## config.mk

```make
export PLATFORM = sky130hd
export DESIGN_NAME = dpvw_seq
export DESIGN_NICKNAME = d
export VERILOG_FILES = /design/src/shared/dpvw_pkg.sv /design/src/logic/dpvw_seq.sv
export SDC_FILE = /design/constraint.sdc
export NUM_CORES = 1
export LEC_CHECK = 0
export BUFFER_PORTS_ARGS = -buffer_cell sky130_fd_sc_hd__clkbuf_2
export CAP_MARGIN = 10
export CORE_MARGIN = 2
export CORE_UTILIZATION = 50
export DETAILED_ROUTE_END_ITERATION = 8
export PLACE_DENSITY = 0.7
export REMOVE_ABC_BUFFERS = 1
export SYNTH_ARGS = -nofsm -noshare
export SYNTH_HDL_FRONTEND = slang
export SYNTH_SLANG_ARGS = --single-unit
export TNS_END_PERCENT = 30
```

## constraint.sdc

```tcl
create_clock -name clk -period 4.7 [get_ports clk]
set_input_delay 0.235 -clock clk [delete_from_list [all_inputs] [get_ports clk]]
set_output_delay 0.235 -clock clk [all_outputs]
set_load 0.005 [all_outputs]
```

## src/shared/dpvw_pkg.sv

```systemverilog
`default_nettype none
package dpvw_pkg;
  localparam int unsigned CLK_HZ = 40000000;
  localparam int unsigned WIPER_W = 8;
  localparam logic [7:0] WIPER_MID = 8'h80;
  localparam logic [7:0] WIPER_FULL = 8'hff;
  // settings load time in ns, soft-start time in ns
  localparam int unsigned LOAD_NS = 120000;
  localparam int unsigned SOFT_NS = 500000;
  localparam int unsigned LOAD_CYC = (LOAD_NS * 40 + 999) / 1000;
  localparam int unsigned SOFT_CYC = (SOFT_NS * 40 + 999) / 1000;
  localparam int unsigned CNT_W = 16;

  typedef enum logic [2:0] {
    DPVW_OFF,
    DPVW_LOAD,
    DPVW_SOFT,
    DPVW_RUN
  } dpvw_state_e;

  typedef struct packed {
    logic logic_en;
    logic boost_en;
    logic gate_rel;
  } dpvw_rails_s;
endpackage
`default_nettype wire

```

## src/logic/dpvw_seq.sv

```systemverilog
// Function
// - eight-bit wiper, sink current scales 255 minus code
// - wiper starts at mid-scale 128
// - serial-bus error forces wiper to 128
// - logic supply soft-starts for 0.5 ms right after load
// - boost enabled only with supply good and enable
// - gate pulse output low until ramp threshold
// - load copies stored wiper into volatile wiper
`timescale 1ns/100ps
`default_nettype none
module dpvw_seq #(
  parameter int unsigned LOAD_CYCLES = dpvw_pkg::LOAD_CYC,
  parameter int unsigned SOFT_CYCLES = dpvw_pkg::SOFT_CYC
) (
  input wire logic clk, // 40 MHz clock
  input wire logic rst_n, // synchronous reset, active low
  input wire logic vin_above_lockout, // comparator: input above lockout (async)
  input wire logic enable_pin, // enable input (async)
  input wire logic logic_supply_good, // logic rail in regulation (async)
  input wire logic ramp_above_thresh, // delay node above 1.215 V (async)
  input wire logic [7:0] nonvolatile_poweron_wiper, // stored wiper value
  input wire logic bus_error, // one-cycle serial-bus error pulse
  input wire logic wiper_wr, // one-cycle wiper write strobe
  input wire logic [7:0] wiper_wr_data, // wiper write data
  output logic logic_supply_rail_en, // logic LDO enable / soft-start
  output logic boost_output_rail_en, // boost converter enable
  output logic gate_pulse_output_en, // gate pulse output released
  output logic [7:0] wiper_q, // volatile wiper code
  output logic [7:0] sink_scale_q, // 255 minus code, sink current weight
  output logic settings_loaded_q // settings load complete
);

  ////////////////////////////////////////////////////////////////////////
  // two-flop synchronisers, first stage read only by second

  logic [3:0] meta_q;
  logic [3:0] sync_q;
  always_ff @(posedge clk)
  begin
    if (!rst_n)
    begin
      meta_q <= 4'h0;
      sync_q <= 4'h0;
    end
    else
    begin
      meta_q <= {ramp_above_thresh, logic_supply_good, enable_pin, vin_above_lockout};
      sync_q <= meta_q;
    end
  end
  logic vin_ok;
  logic en_s;
  logic pg_s;
  logic ramp_s;
  assign vin_ok = sync_q[0];
  assign en_s = sync_q[1];
  assign pg_s = sync_q[2];
  assign ramp_s = sync_q[3];

  ////////////////////////////////////////////////////////////////////////
  // sequencer

  dpvw_pkg::dpvw_state_e state_q;
  logic [dpvw_pkg::CNT_W-1:0] cnt_q;
  logic load_done;
  logic soft_done;
  assign load_done = (cnt_q == dpvw_pkg::CNT_W'(LOAD_CYCLES - 1));
  assign soft_done = (cnt_q == dpvw_pkg::CNT_W'(SOFT_CYCLES - 1));

  always_ff @(posedge clk)
  begin
    if (!rst_n)
    begin
      state_q <= dpvw_pkg::DPVW_OFF;
      cnt_q <= '0;
    end
    else if (!vin_ok)
    begin
      state_q <= dpvw_pkg::DPVW_OFF;
      cnt_q <= '0;
    end
    else
    begin
      unique case (state_q)
        dpvw_pkg::DPVW_OFF:
        begin
          state_q <= dpvw_pkg::DPVW_LOAD;
          cnt_q <= '0;
        end
        dpvw_pkg::DPVW_LOAD:
        begin
          if (load_done)
          begin
            state_q <= dpvw_pkg::DPVW_SOFT;
            cnt_q <= '0;
          end
          else
            cnt_q <= cnt_q + 1'b1;
        end
        dpvw_pkg::DPVW_SOFT:
        begin
          if (soft_done)
          begin
            state_q <= dpvw_pkg::DPVW_RUN;
            cnt_q <= '0;
          end
          else
            cnt_q <= cnt_q + 1'b1;
        end
        dpvw_pkg::DPVW_RUN:
          cnt_q <= '0;
        default:
          state_q <= dpvw_pkg::DPVW_OFF;
      endcase
    end
  end

  always_ff @(posedge clk)
  begin
    if (!rst_n)
      settings_loaded_q <= 1'b0;
    else if (!vin_ok)
      settings_loaded_q <= 1'b0;
    else if (state_q == dpvw_pkg::DPVW_LOAD && load_done)
      settings_loaded_q <= 1'b1;
  end

  ////////////////////////////////////////////////////////////////////////
  // rail enables, all registered

  dpvw_pkg::dpvw_rails_s rails_q;
  logic ldo_on;
  assign ldo_on = vin_ok && (state_q == dpvw_pkg::DPVW_SOFT || state_q == dpvw_pkg::DPVW_RUN);

  always_ff @(posedge clk)
  begin
    if (!rst_n)
      rails_q <= '0;
    else
    begin
      rails_q.logic_en <= ldo_on;
      // pg alone is not trusted until the ldo has finished soft-start
      rails_q.boost_en <= vin_ok && (state_q == dpvw_pkg::DPVW_RUN) && pg_s && en_s;
      // gate release follows the boost; it falls one cycle after the synced ramp drops
      rails_q.gate_rel <= vin_ok && rails_q.boost_en && ramp_s;
    end
  end
  assign logic_supply_rail_en = rails_q.logic_en;
  assign boost_output_rail_en = rails_q.boost_en;
  assign gate_pulse_output_en = rails_q.gate_rel;

  ////////////////////////////////////////////////////////////////////////
  // wiper

  // one next-value path feeds both the code and its sink weight,
  // so the two registers can never drift apart for a cycle
  // priority: bus error, then the power-up copy, then a plain write
  logic [7:0] wiper_d;
  always_comb
  begin
    wiper_d = wiper_q;
    if (bus_error)
      wiper_d = dpvw_pkg::WIPER_MID;
    else if (state_q == dpvw_pkg::DPVW_LOAD && load_done && vin_ok)
      wiper_d = nonvolatile_poweron_wiper;
    else if (wiper_wr)
      wiper_d = wiper_wr_data;
  end

  always_ff @(posedge clk)
  begin
    if (!rst_n)
      wiper_q <= dpvw_pkg::WIPER_MID;
    else
      wiper_q <= wiper_d;
  end

  always_ff @(posedge clk)
  begin
    if (!rst_n)
      sink_scale_q <= dpvw_pkg::WIPER_FULL - dpvw_pkg::WIPER_MID;
    else
      sink_scale_q <= dpvw_pkg::WIPER_FULL - wiper_d;
  end

  ////////////////////////////////////////////////////////////////////////
  // checks

  load_time_a: assert property (@(posedge clk) disable iff (!rst_n)
    $rose(state_q == dpvw_pkg::DPVW_SOFT) |-> $past(state_q == dpvw_pkg::DPVW_LOAD))
    else $error("soft-start entered without load");
  ldo_after_load_a: assert property (@(posedge clk) disable iff (!rst_n)
    logic_supply_rail_en |-> settings_loaded_q || !vin_ok || $past(!vin_ok))
    else $error("logic rail on before settings loaded");
  boost_gate_a: assert property (@(posedge clk) disable iff (!rst_n)
    boost_output_rail_en |-> $past(pg_s && en_s))
    else $error("boost on without supply good and enable");
  gate_hold_a: assert property (@(posedge clk) disable iff (!rst_n)
    gate_pulse_output_en |-> $past(ramp_s) && $past(boost_output_rail_en))
    else $error("gate output released early");
  err_mid_a: assert property (@(posedge clk) disable iff (!rst_n)
    bus_error |=> wiper_q == 8'h80)
    else $error("wiper not reset to mid on bus error");
  load_copy_a: assert property (@(posedge clk) disable iff (!rst_n)
    (state_q == dpvw_pkg::DPVW_LOAD && load_done && vin_ok && !bus_error)
    |=> wiper_q == $past(nonvolatile_poweron_wiper))
    else $error("stored wiper not copied");
  scale_lin_a: assert property (@(posedge clk) disable iff (!rst_n)
    sink_scale_q == 8'hff - wiper_q)
    else $error("sink scale not 255 minus code");
  lockout_off_a: assert property (@(posedge clk) disable iff (!rst_n)
    !vin_ok |=> state_q == dpvw_pkg::DPVW_OFF && !settings_loaded_q && !boost_output_rail_en)
    else $error("lockout did not reset sequence");
  soft_len_a: assert property (@(posedge clk) disable iff (!rst_n)
    $rose(state_q == dpvw_pkg::DPVW_RUN) |-> $past(soft_done))
    else $error("soft-start length wrong");

  run_c: cover property (@(posedge clk) disable iff (!rst_n) $rose(state_q == dpvw_pkg::DPVW_RUN));
  boost_c: cover property (@(posedge clk) disable iff (!rst_n) $rose(boost_output_rail_en));
  gate_c: cover property (@(posedge clk) disable iff (!rst_n) $rose(gate_pulse_output_en));
  err_c: cover property (@(posedge clk) disable iff (!rst_n) bus_error && wiper_q != 8'h80);

endmodule
`default_nettype wire

```

==> results of run 1 <==
per-stage QoR:
step	instances	worst slack, ns	hold slack, ns	total power, W	instance area, µm²
finish	295	2.19	0.141	0.000680	2340
global route	295	1.96	0.133	0.000706	2340
CTS	295	2.20	0.133	0.000689	2340
detailed placement	287	2.21	0.421	0.000449	2250
global placement	287	2.28	0.413	0.000449	2250
floorplan	194	2.63	0.357	0.000428	1980
sequential cells by signal, indices dropped and copies added, names as in the netlist:
register / flops
sync_q: 4
state_q: 2
boost_output_rail_en: 1
cnt_q: 16
wiper_q: 8
logic_supply_rail_en: 1
sink_scale_q: 8
meta_q: 4
settings_loaded_q: 1
gate_pulse_output_en: 1
per-layer routing:
layer / vias to the layer above / track usage, % / wire (µm)
met5: - / 0 / 0
met2: 26 / 30.9 / 1950
li1: 852 / - / -
met3: 5 / 4.11 / 134
met4: 0 / 7.00 / 46
met1: 767 / 24.0 / 2010
final cells by class:
cell class                      count  share of cell area, %
Clock inverter                      3                  0.908
Clock buffer                        5                   2.94
Inverter                            4                  0.641
Timing Repair Buffer               43                   9.18
Tap cell                           50                   2.67
Multi-Input combinational cell    144                   44.4
Sequential cell                    46                   39.3
worst max-delay path, stage by stage (launching register included):
cell	delay, ns
dfxtp_1	0.37
ha_1	0.21
and4_1	0.32
nand4_1	0.42
o21ai_1	0.93
a211oi_1	0.08
kinds of logic (layout without fill, tap and decap cells):
logic type,count (synthesis),after routing,share of synthesized area (%)
xor gates and xnor gates,3,3,1.29
DFF,46,46,45.1
adders and majority gates,7,7,4.29
and+or+nand+nor,71,71,20.8
muxes,9,9,4.41
buffers and inverters,17,55,3.98
AOI/OAI and AO/OA,54,54,20.1
synthesized netlist by cell type (2+ instances only):
| library cell | number | area (µm²) |
|---|---|---|
| inv_1 | 4 | 15.0 |
| and4_1 | 3 | 26.3 |
| or4_1 | 4 | 30.0 |
| dfxtp_1 | 46 | 921 |
| nand2_1 | 9 | 33.8 |
| clkbuf_1 | 6 | 22.5 |
| nand4_1 | 5 | 31.3 |
| and3_1 | 3 | 18.8 |
| nor4b_1 | 2 | 17.5 |
| o21ai_0 | 13 | 65.1 |
| o211ai_1 | 7 | 52.6 |
| buf_1 | 3 | 11.3 |
| ha_1 | 7 | 87.6 |
| o21a_1 | 2 | 15.0 |
| or3_1 | 4 | 25.0 |
| mux2i_1 | 9 | 90.1 |
| xor2_1 | 3 | 26.3 |
| nand3_1 | 7 | 35.0 |
| a211oi_2 | 3 | 37.5 |
| nor2b_1 | 2 | 12.5 |
| a211oi_1 | 7 | 52.6 |
| o211a_1 | 7 | 70.1 |
| o31ai_1 | 5 | 37.5 |
| a32o_1 | 2 | 20.0 |
| buf_2 | 2 | 10.0 |
| nor2_1 | 7 | 26.3 |
| and2_1 | 12 | 75.1 |
| a21oi_1 | 2 | 10.0 |
| nand4_2 | 2 | 25.0 |
| buf_6 | 2 | 22.5 |
| o2bb2ai_1 | 2 | 17.5 |
| nor3_1 | 6 | 30.0 |
path summary, 6_finish.rpt:
path / to / slack (ns) / depth (start not counted)
setup / recovery: cnt_q[7] / 2.19 / 5
hold / removal: meta_q[0] / 0.14 / 2
setup reg to reg: cnt_q[7] / 2.19 / 5
hold reg to reg: sync_q[1] / 0.44 / 1
report_power, final:
| group | leakage (nW) | switching, W | internal, W |
|---|---|---|---|
| registers | 0.374 | 0.00000271 | 0.000397 |
| logic | 0.508 | 0.0000204 | 0.0000194 |
| clock network | 0.0441 | 0.000136 | 0.000105 |
==> impl_metrics.yaml, run 1 <==
final_layout:
  multi_input_comb_area_um2: 1040
  antennaDiodeCount: 0
  drive_gt1_share_pct: 23.3
  area_delta_synth_final_pct: 14.8
  fillers: 363
  fin_nets: 275
  mostFrequentLayoutCell: "dfxtp_1"
  final_util_pct: 59.0
  final_cell_mix: "dfxtp_1 (46), clkbuf_2 (43), o21ai_0 (13), and2_1 (12)"
  regArea_um2: 921
synthesis:
  netlist_instances: 207
  async_flop_share_pct: 0
  synth_area_per_cell_um2: 9.86
  ys_warn_count: 0
  synth_flop_cell: "dfxtp_1"
  synth_cell_types: 41
  synth_edf_count: 0
  yosysSeqAreaShare_pct: 45.1
  synth_area_um2: 2040
  ys_ff_latch: 46
detailed_routing:
  via_per_inst: 5.59
  vias: 1650
  drt_wl_total_um: 4140
  wl_per_cell_um: 14.0
  drtPass1Iterations: 4
  drc: 0
  drt_iter0_markers: 87
  ant_nets: 0
clock_network:
  numCtsBuffers: 5
  post-cts-setup-buffers: 0
  path_clk_slew_ns: 0.09
  clk_latency_ns: 0.30
  cts_hold_buf: 0
  cts_tree: "built"
  h-tree-depth: 2
  cts.path.max_buffers: 2
  ctsRootBufferMaster: "clkbuf_8"
  cts_resized: 0
  cts_sinks: 46
sta:
  rsz0062_at_grt: "false"
  post-route-period-util_pct: 53.4
  setup_viol: 0
  hold_viol_final: 0
  slew_headroom_pct: 23.6
  tightest_slew_ns: 1.15
  slew_violations: 0
  fin_worst_skew_ns: 0.00777
  fin_crit_ns: 2.51
  max_freq_mhz: 398
  fin_setup_tns_ns: 0
placed_design:
  gp_congestion: 0.823
  dp_hpwl_um: 2940
  numPortBuffers: 43
critical_path:
  critPathCaptureType: "register"
  crit_type: "register to register"
  worst-path-max-fanout: 12
  startpoint: "cnt_q[0]"
  r2r-start: "cnt_q[0]"
  arrival_ns: 2.64
  cp-start-kind: "register"
  critPathRequiredTime_ns: 4.83
floorplanning:
  io-pin-count: 44
  placementRows: 23
  initial_utilization_pct: 51.4
  die_width_um: 67.9
  core_area_um2: 3970
  chipHeight_um: 67.9
  dieArea_um2: 4610
grt:
  grt_overflow: 0
  grt_pass1_vias: 1477
  gr-usage-all-layers_pct: 18.7
  grt_pass1_wl_um: 6570
  antenna_found_initial: 0
  grt_max_degree: 17
status:
  status: "finished, final reports clean"
power:
  powerDensity_nw_per_um2: 290
  leakage_nw: 0.926
  irDropWorstVdd_mv: 0.156
job:
  drv_cap: 0
min_path:
  hold_class: "input pin to register"
  min_from: "vin_above_lockout"
Note: power is estimated with default switching activity, not from simulation.
==> inputs of run 2 (changes only) <==
Settings changed: CORE_UTILIZATION 50 to 48, PLACE_DENSITY 0.7 to 0.71.
Clock period 4.7 ns to 2.03 ns, I/O delays scaled along.
==> run 2 against run 1 <==
  * Count of clock-buffer cells in the layout stayed put
  * Largest power group unchanged
  * Via count rose by 1.5%
  * Fmax increased by 31%
  * Critical path type unchanged
  * Critical endpoint is now cnt_q[15]
  * Clock power up 120%
  * Sequential power is 130% higher
  * Final cell count increased by 2.0%
  * Routed wire length grew 2.8%
  * Critical path depth increased by 1
==> impl_metrics.yaml, run 2 (synthesized netlist as in run 1, its figures left out) <==
clock_network:
  post-cts-setup-buffers: 0
  cts_tree: "built"
  path_clk_slew_ns: 0.08
  cts_sinks: 46
  clk_latency_ns: 0.29
  cts_hold_buf: 0
  cts.path.max_buffers: 2
  h-tree-depth: 2
  ctsRootBufferMaster: "clkbuf_8"
  numCtsBuffers: 5
  cts_resized: 0
critical_path:
  arrival_ns: 2.13
  crit_path_top_delay_cell: "or4_4"
  critPathCaptureType: "register"
  crit_type: "register to register"
  crit_end: "cnt_q[15]"
  cp.depth: 6
  max_stage_delay_ns: 0.56
  cp-start-kind: "register"
  r2r-start: "state_q[0]"
  timing.rr.end: "cnt_q[15]"
  cp_cell_sequence: "inv_1 > ha_1 > nand2b_2 > nand4_4 > or4_4 > a211oi_2"
  critical_path.top_delay_family: "simple AND/OR/NAND/NOR gates"
  critPathRequiredTime_ns: 2.25
  reg2reg_setup_slack_ns: 0.12
  ff2ff_path_depth: 6
  worst-path-max-fanout: 11
  startpoint: "state_q[0]"
  crit_buf_inv: 1
final_layout:
  mostFrequentLayoutCell: "dfxtp_1"
  fillers: 358
  top_register: "cnt_q"
  top_regs: "cnt_q x16, sink_scale_q x8, wiper_q x8"
  layout.cells.non_filler: 301
  fin_nets: 282
  largest_register_ffs: 16
  final_cell_mix: "dfxtp_1 (46), clkbuf_2 (43), o21ai_0 (12), and2_1 (12)"
  area_delta_synth_final_pct: 17.8
  final_util_pct: 59.3
  drive_gt1_share_pct: 25.9
  antennaDiodeCount: 0
  stdcell_area_um2: 2410
grt:
  grt_overflow: 0
  grt_pass1_vias: 1561
  grt_pass1_wl_um: 7130
  gr-usage-all-layers_pct: 18.1
  grt_max_degree: 17
  antenna_found_initial: 0
detailed_routing:
  drt_wl_total_um: 4250
  drtPass1Iterations: 4
  drc: 0
  top_layer: "met4"
  ant_nets: 0
  wl_per_cell_um: 14.1
  vias: 1674
  dr_wl_met3_um: 139
  via_per_inst: 5.56
  met1Wirelength_um: 1910
  drt_iter0_markers: 69
  wl_met2_um: 2150
sta:
  hold_viol_final: 0
  slew_headroom_pct: 70.4
  fin_worst_skew_ns: 0.00878
  max_freq_mhz: 523
  tightest_slew_ns: 0.433
  fin_crit_ns: 1.91
  slew_violations: 0
  post-route-period-util_pct: 94.1
  setup_viol: 0
placed_design:
  placed_cells: 294
  place_area_um2: 2310
  dp_hpwl_um: 3140
  gp_congestion: 0.809
  numPortBuffers: 43
floorplanning:
  chipHeight_um: 69.2
  placementRows: 23
  initial_utilization_pct: 50.3
  io-pin-count: 44
  dieArea_um2: 4790
  die_width_um: 69.2
  core_area_um2: 4060
power:
  switching_power_w: 0.000345
  p_seq_share_pct: 60.0
  p_int_w: 0.00120
  clkPwrFrac_pct: 33.8
  powerDensity_nw_per_um2: 642
  netSwitchingFraction_pct: 22.4
  leakage_nw: 0.972
  p_comb_share_pct: 6.2
  irDropWorstVdd_mv: 0.569
min_path:
  min_from: "ramp_above_thresh"
  hold_class: "input pin to register"
  holdPathStages: 2
status:
  status: "finished, final reports clean"
job:
  drv_cap: 0
[run 2: changes by cell type in the layout (fill, tap and decap cells not counted), sizes merged]
cell	change
buf	+7
clkinvlp	-1
[run 2: through the flow]
stage	power [W]	TNS, ns	worst slack, ns	hold slack (ns)
floorplan	0.000991	-0.185	-0.0415	0.223
global placement	0.00104	0	0.105	0.307
detailed placement	0.00104	0	0.0386	0.311
CTS	0.00156	0	0.0360	0.00851
global route	0.00161	-0.0219	-0.00804	0.00207
finish	0.00154	0	0.119	0.0134
[run 2: layer usage]
metal  GRT usage, %  up-vias
li1               -      863
met1           21.8      776
met2           31.6       28
met3           4.07        7
met4           6.10        0
met5              0        -
[run 2: worst min path at each step]
stage / to / slack, ns
3_5_place_dp: meta_q[0] / 0.31
5_1_grt: meta_q[0] / 0.002
6_report: meta_q[3] / 0.01
2_1_floorplan: meta_q[0] / 0.22
3_3_place_gp: meta_q[1] / 0.31
4_1_cts: meta_q[0] / 0.009
[run 2: layout make-up]
| class | instances | area (µm²) | area share (%) |
|---|---|---|---|
| Clock buffer | 5 | 68.8 | 2.86 |
| Clock inverter | 2 | 10.0 | 0.416 |
| Inverter | 4 | 15.0 | 0.624 |
| Multi-Input combinational cell | 144 | 1060 | 44.1 |
| Sequential cell | 46 | 921 | 38.3 |
| Tap cell | 50 | 62.6 | 2.60 |
| Timing Repair Buffer | 50 | 268 | 11.1 |
[run 2: power by group through the flow]
stage          Combinational, W  Sequential [W]  Clock [W]
2_1_floorplan         0.0000425        0.000948          0
6_report              0.0000951        0.000927   0.000523
4_1_cts               0.0000963        0.000927   0.000535
3_3_place_gp          0.0000938        0.000947          0
5_1_grt                0.000106        0.000929   0.000570
3_5_place_dp          0.0000959        0.000948          0
==> inputs of run 3 (changes only) <==
Settings changed: HOLD_SLACK_MARGIN set to 0.02.
==> run 3 against run 2 <==
  * Routed wire length up 1.7%
  * Global-route usage increased by 0.38 points
  * Via count up 1.1%
  * Sequential cell count unchanged
  * Register-to-register slack barely moved
  * Final cell count grew 1.3%
  * Combinational power increased by 6%
  * Worst hold slack improved by 0.016 ns
  * Core utilization up 0.99 points
  * Critical endpoint unchanged
  * Clock power barely moved
  * Sequential power hardly changed
  * Die area unchanged
==> impl_metrics.yaml, run 3 (synthesized netlist as in run 1, its figures left out) <==
final_layout:
  drive_gt1_share_pct: 25.5
  fin_nets: 286
  top_register: "cnt_q"
  antennaDiodeCount: 0
  fillers: 350
  area_delta_synth_final_pct: 19.8
  top_regs: "cnt_q x16, sink_scale_q x8, wiper_q x8"
  largest_register_ffs: 16
  mostFrequentLayoutCell: "dfxtp_1"
  layout.cells.non_filler: 305
  final_cell_mix: "dfxtp_1 (46), clkbuf_2 (43), o21ai_0 (12), and2_1 (12)"
floorplanning:
  dieArea_um2: 4790
  io-pin-count: 44
  die_width_um: 69.2
  core_area_um2: 4060
  chipHeight_um: 69.2
  placementRows: 23
  initial_utilization_pct: 50.3
critical_path:
  worst-path-max-fanout: 11
  critPathCaptureType: "register"
  arrival_ns: 2.13
  ff2ff_path_depth: 6
  critPathRequiredTime_ns: 2.25
  crit_type: "register to register"
  r2r-start: "state_q[0]"
  cp-start-kind: "register"
  crit_end: "cnt_q[15]"
  timing.rr.end: "cnt_q[15]"
  reg2reg_setup_slack_ns: 0.12
  startpoint: "state_q[0]"
sta:
  post-route-period-util_pct: 94.1
  slew_headroom_pct: 70.3
  max_freq_mhz: 523
  fin_ws_ns: 0.119
  tightest_slew_ns: 0.435
  setup_viol: 0
  fin_crit_ns: 1.91
  slew_violations: 0
  fin_worst_skew_ns: 0.00892
  hold_viol_final: 0
clock_network:
  cts_tree: "built"
  post-cts-setup-buffers: 0
  clk_latency_ns: 0.29
  h-tree-depth: 2
  cts_sinks: 46
  numCtsBuffers: 5
  path_clk_slew_ns: 0.09
  cts.path.max_buffers: 2
  ctsRootBufferMaster: "clkbuf_8"
job:
  drv_cap: 0
min_path:
  holdPathStages: 2
  hold_class: "input pin to register"
placed_design:
  dp_hpwl_um: 3140
  placed_cells: 294
  gp_congestion: 0.809
  preCtsSetupSlack_ns: 0.0386
  numPortBuffers: 43
status:
  status: "finished, final reports clean"
power:
  powerDensity_nw_per_um2: 635
  irDropWorstVdd_mv: 0.574
  leakage_nw: 0.989
detailed_routing:
  ant_nets: 0
  via_per_inst: 5.55
  wl_per_cell_um: 14.2
  vias: 1692
  drtPass1Iterations: 4
  drt_iter0_markers: 82
  drc: 0
  drt_wl_total_um: 4330
grt:
  grt_max_degree: 17
  grt_pass1_wl_um: 7270
  gr-usage-all-layers_pct: 18.4
  antenna_found_initial: 0
  grt_overflow: 0
  grt_pass1_vias: 1587
-- run 3: changes by cell type in the layout (fill, tap and decap cells not counted), sizes merged --
cell	previous run	this run
dlygate4sd3	0	4
-- run 3: worst min path at each step --
| stage | from | to |
|---|---|---|
| 6_report | nonvolatile_poweron_wiper[6] | sink_scale_q[6] |
| 5_1_grt | nonvolatile_poweron_wiper[0] | sink_scale_q[0] |
| 3_3_place_gp | enable_pin | meta_q[1] |
| 3_5_place_dp | vin_above_lockout | meta_q[0] |
| 2_1_floorplan | rst_n | meta_q[0] |
| 4_1_cts | enable_pin | meta_q[1] |
-- run 3: metrics by stage --
step                      util, %  hold WS (ns)  power [W]  TNS (ns)  cell area (µm²)
after global placement       56.8         0.307    0.00104         0             2310
final                        60.3        0.0295    0.00155         0             2450
after detailed placement     56.8         0.311    0.00104         0             2310
after global routing         60.3        0.0230    0.00161   -0.0219             2450
after floorplan                 -         0.223   0.000991    -0.185             1980
after CTS                    59.5        0.0217    0.00156         0             2410
-- run 3: final cells by class --
type / instances / area [µm²] / area share (%)
sequential: 46 / 921 / 37.6
clock inverter: 2 / 10.0 / 0.409
tap: 50 / 62.6 / 2.56
clock buffer: 5 / 68.8 / 2.81
inverter: 4 / 15.0 / 0.614
timing repair buffer: 54 / 308 / 12.6
multi-input combinational: 144 / 1060 / 43.4
-- run 3: what timing repair did --
item,4_1_cts,5_1_grt
resized for setup,0,5
hold endpoints to repair,3,1
setup endpoints to repair,0,6
hold buffers,3,1
-- run 3: power breakdown --
part	internal, W	leakage, nW	switching [W]
clock	0.000231	0.0438	0.000293
combinational	0.0000528	0.571	0.0000486
sequential	0.000920	0.374	0.00000719
total	0.00120	0.989	0.000349
-- run 3: routing by layer --
layer  GRT usage, %  up-vias  part of all wire, %
met3           4.07        7                  3.1
met2           32.5       28                   51
li1               -      869                    -
met4           6.10        0                  1.3
met5              0        -                    0
met1           22.2      788                   45
-- run 3: worst max-delay path, stage by stage (launching register included) --
cell and delay, ns:
dfxtp_1 0.38, inv_1 0.11, ha_1 0.24, nand2b_2 0.15, nand4_4 0.19, or4_4 0.56, a211oi_2 0.21
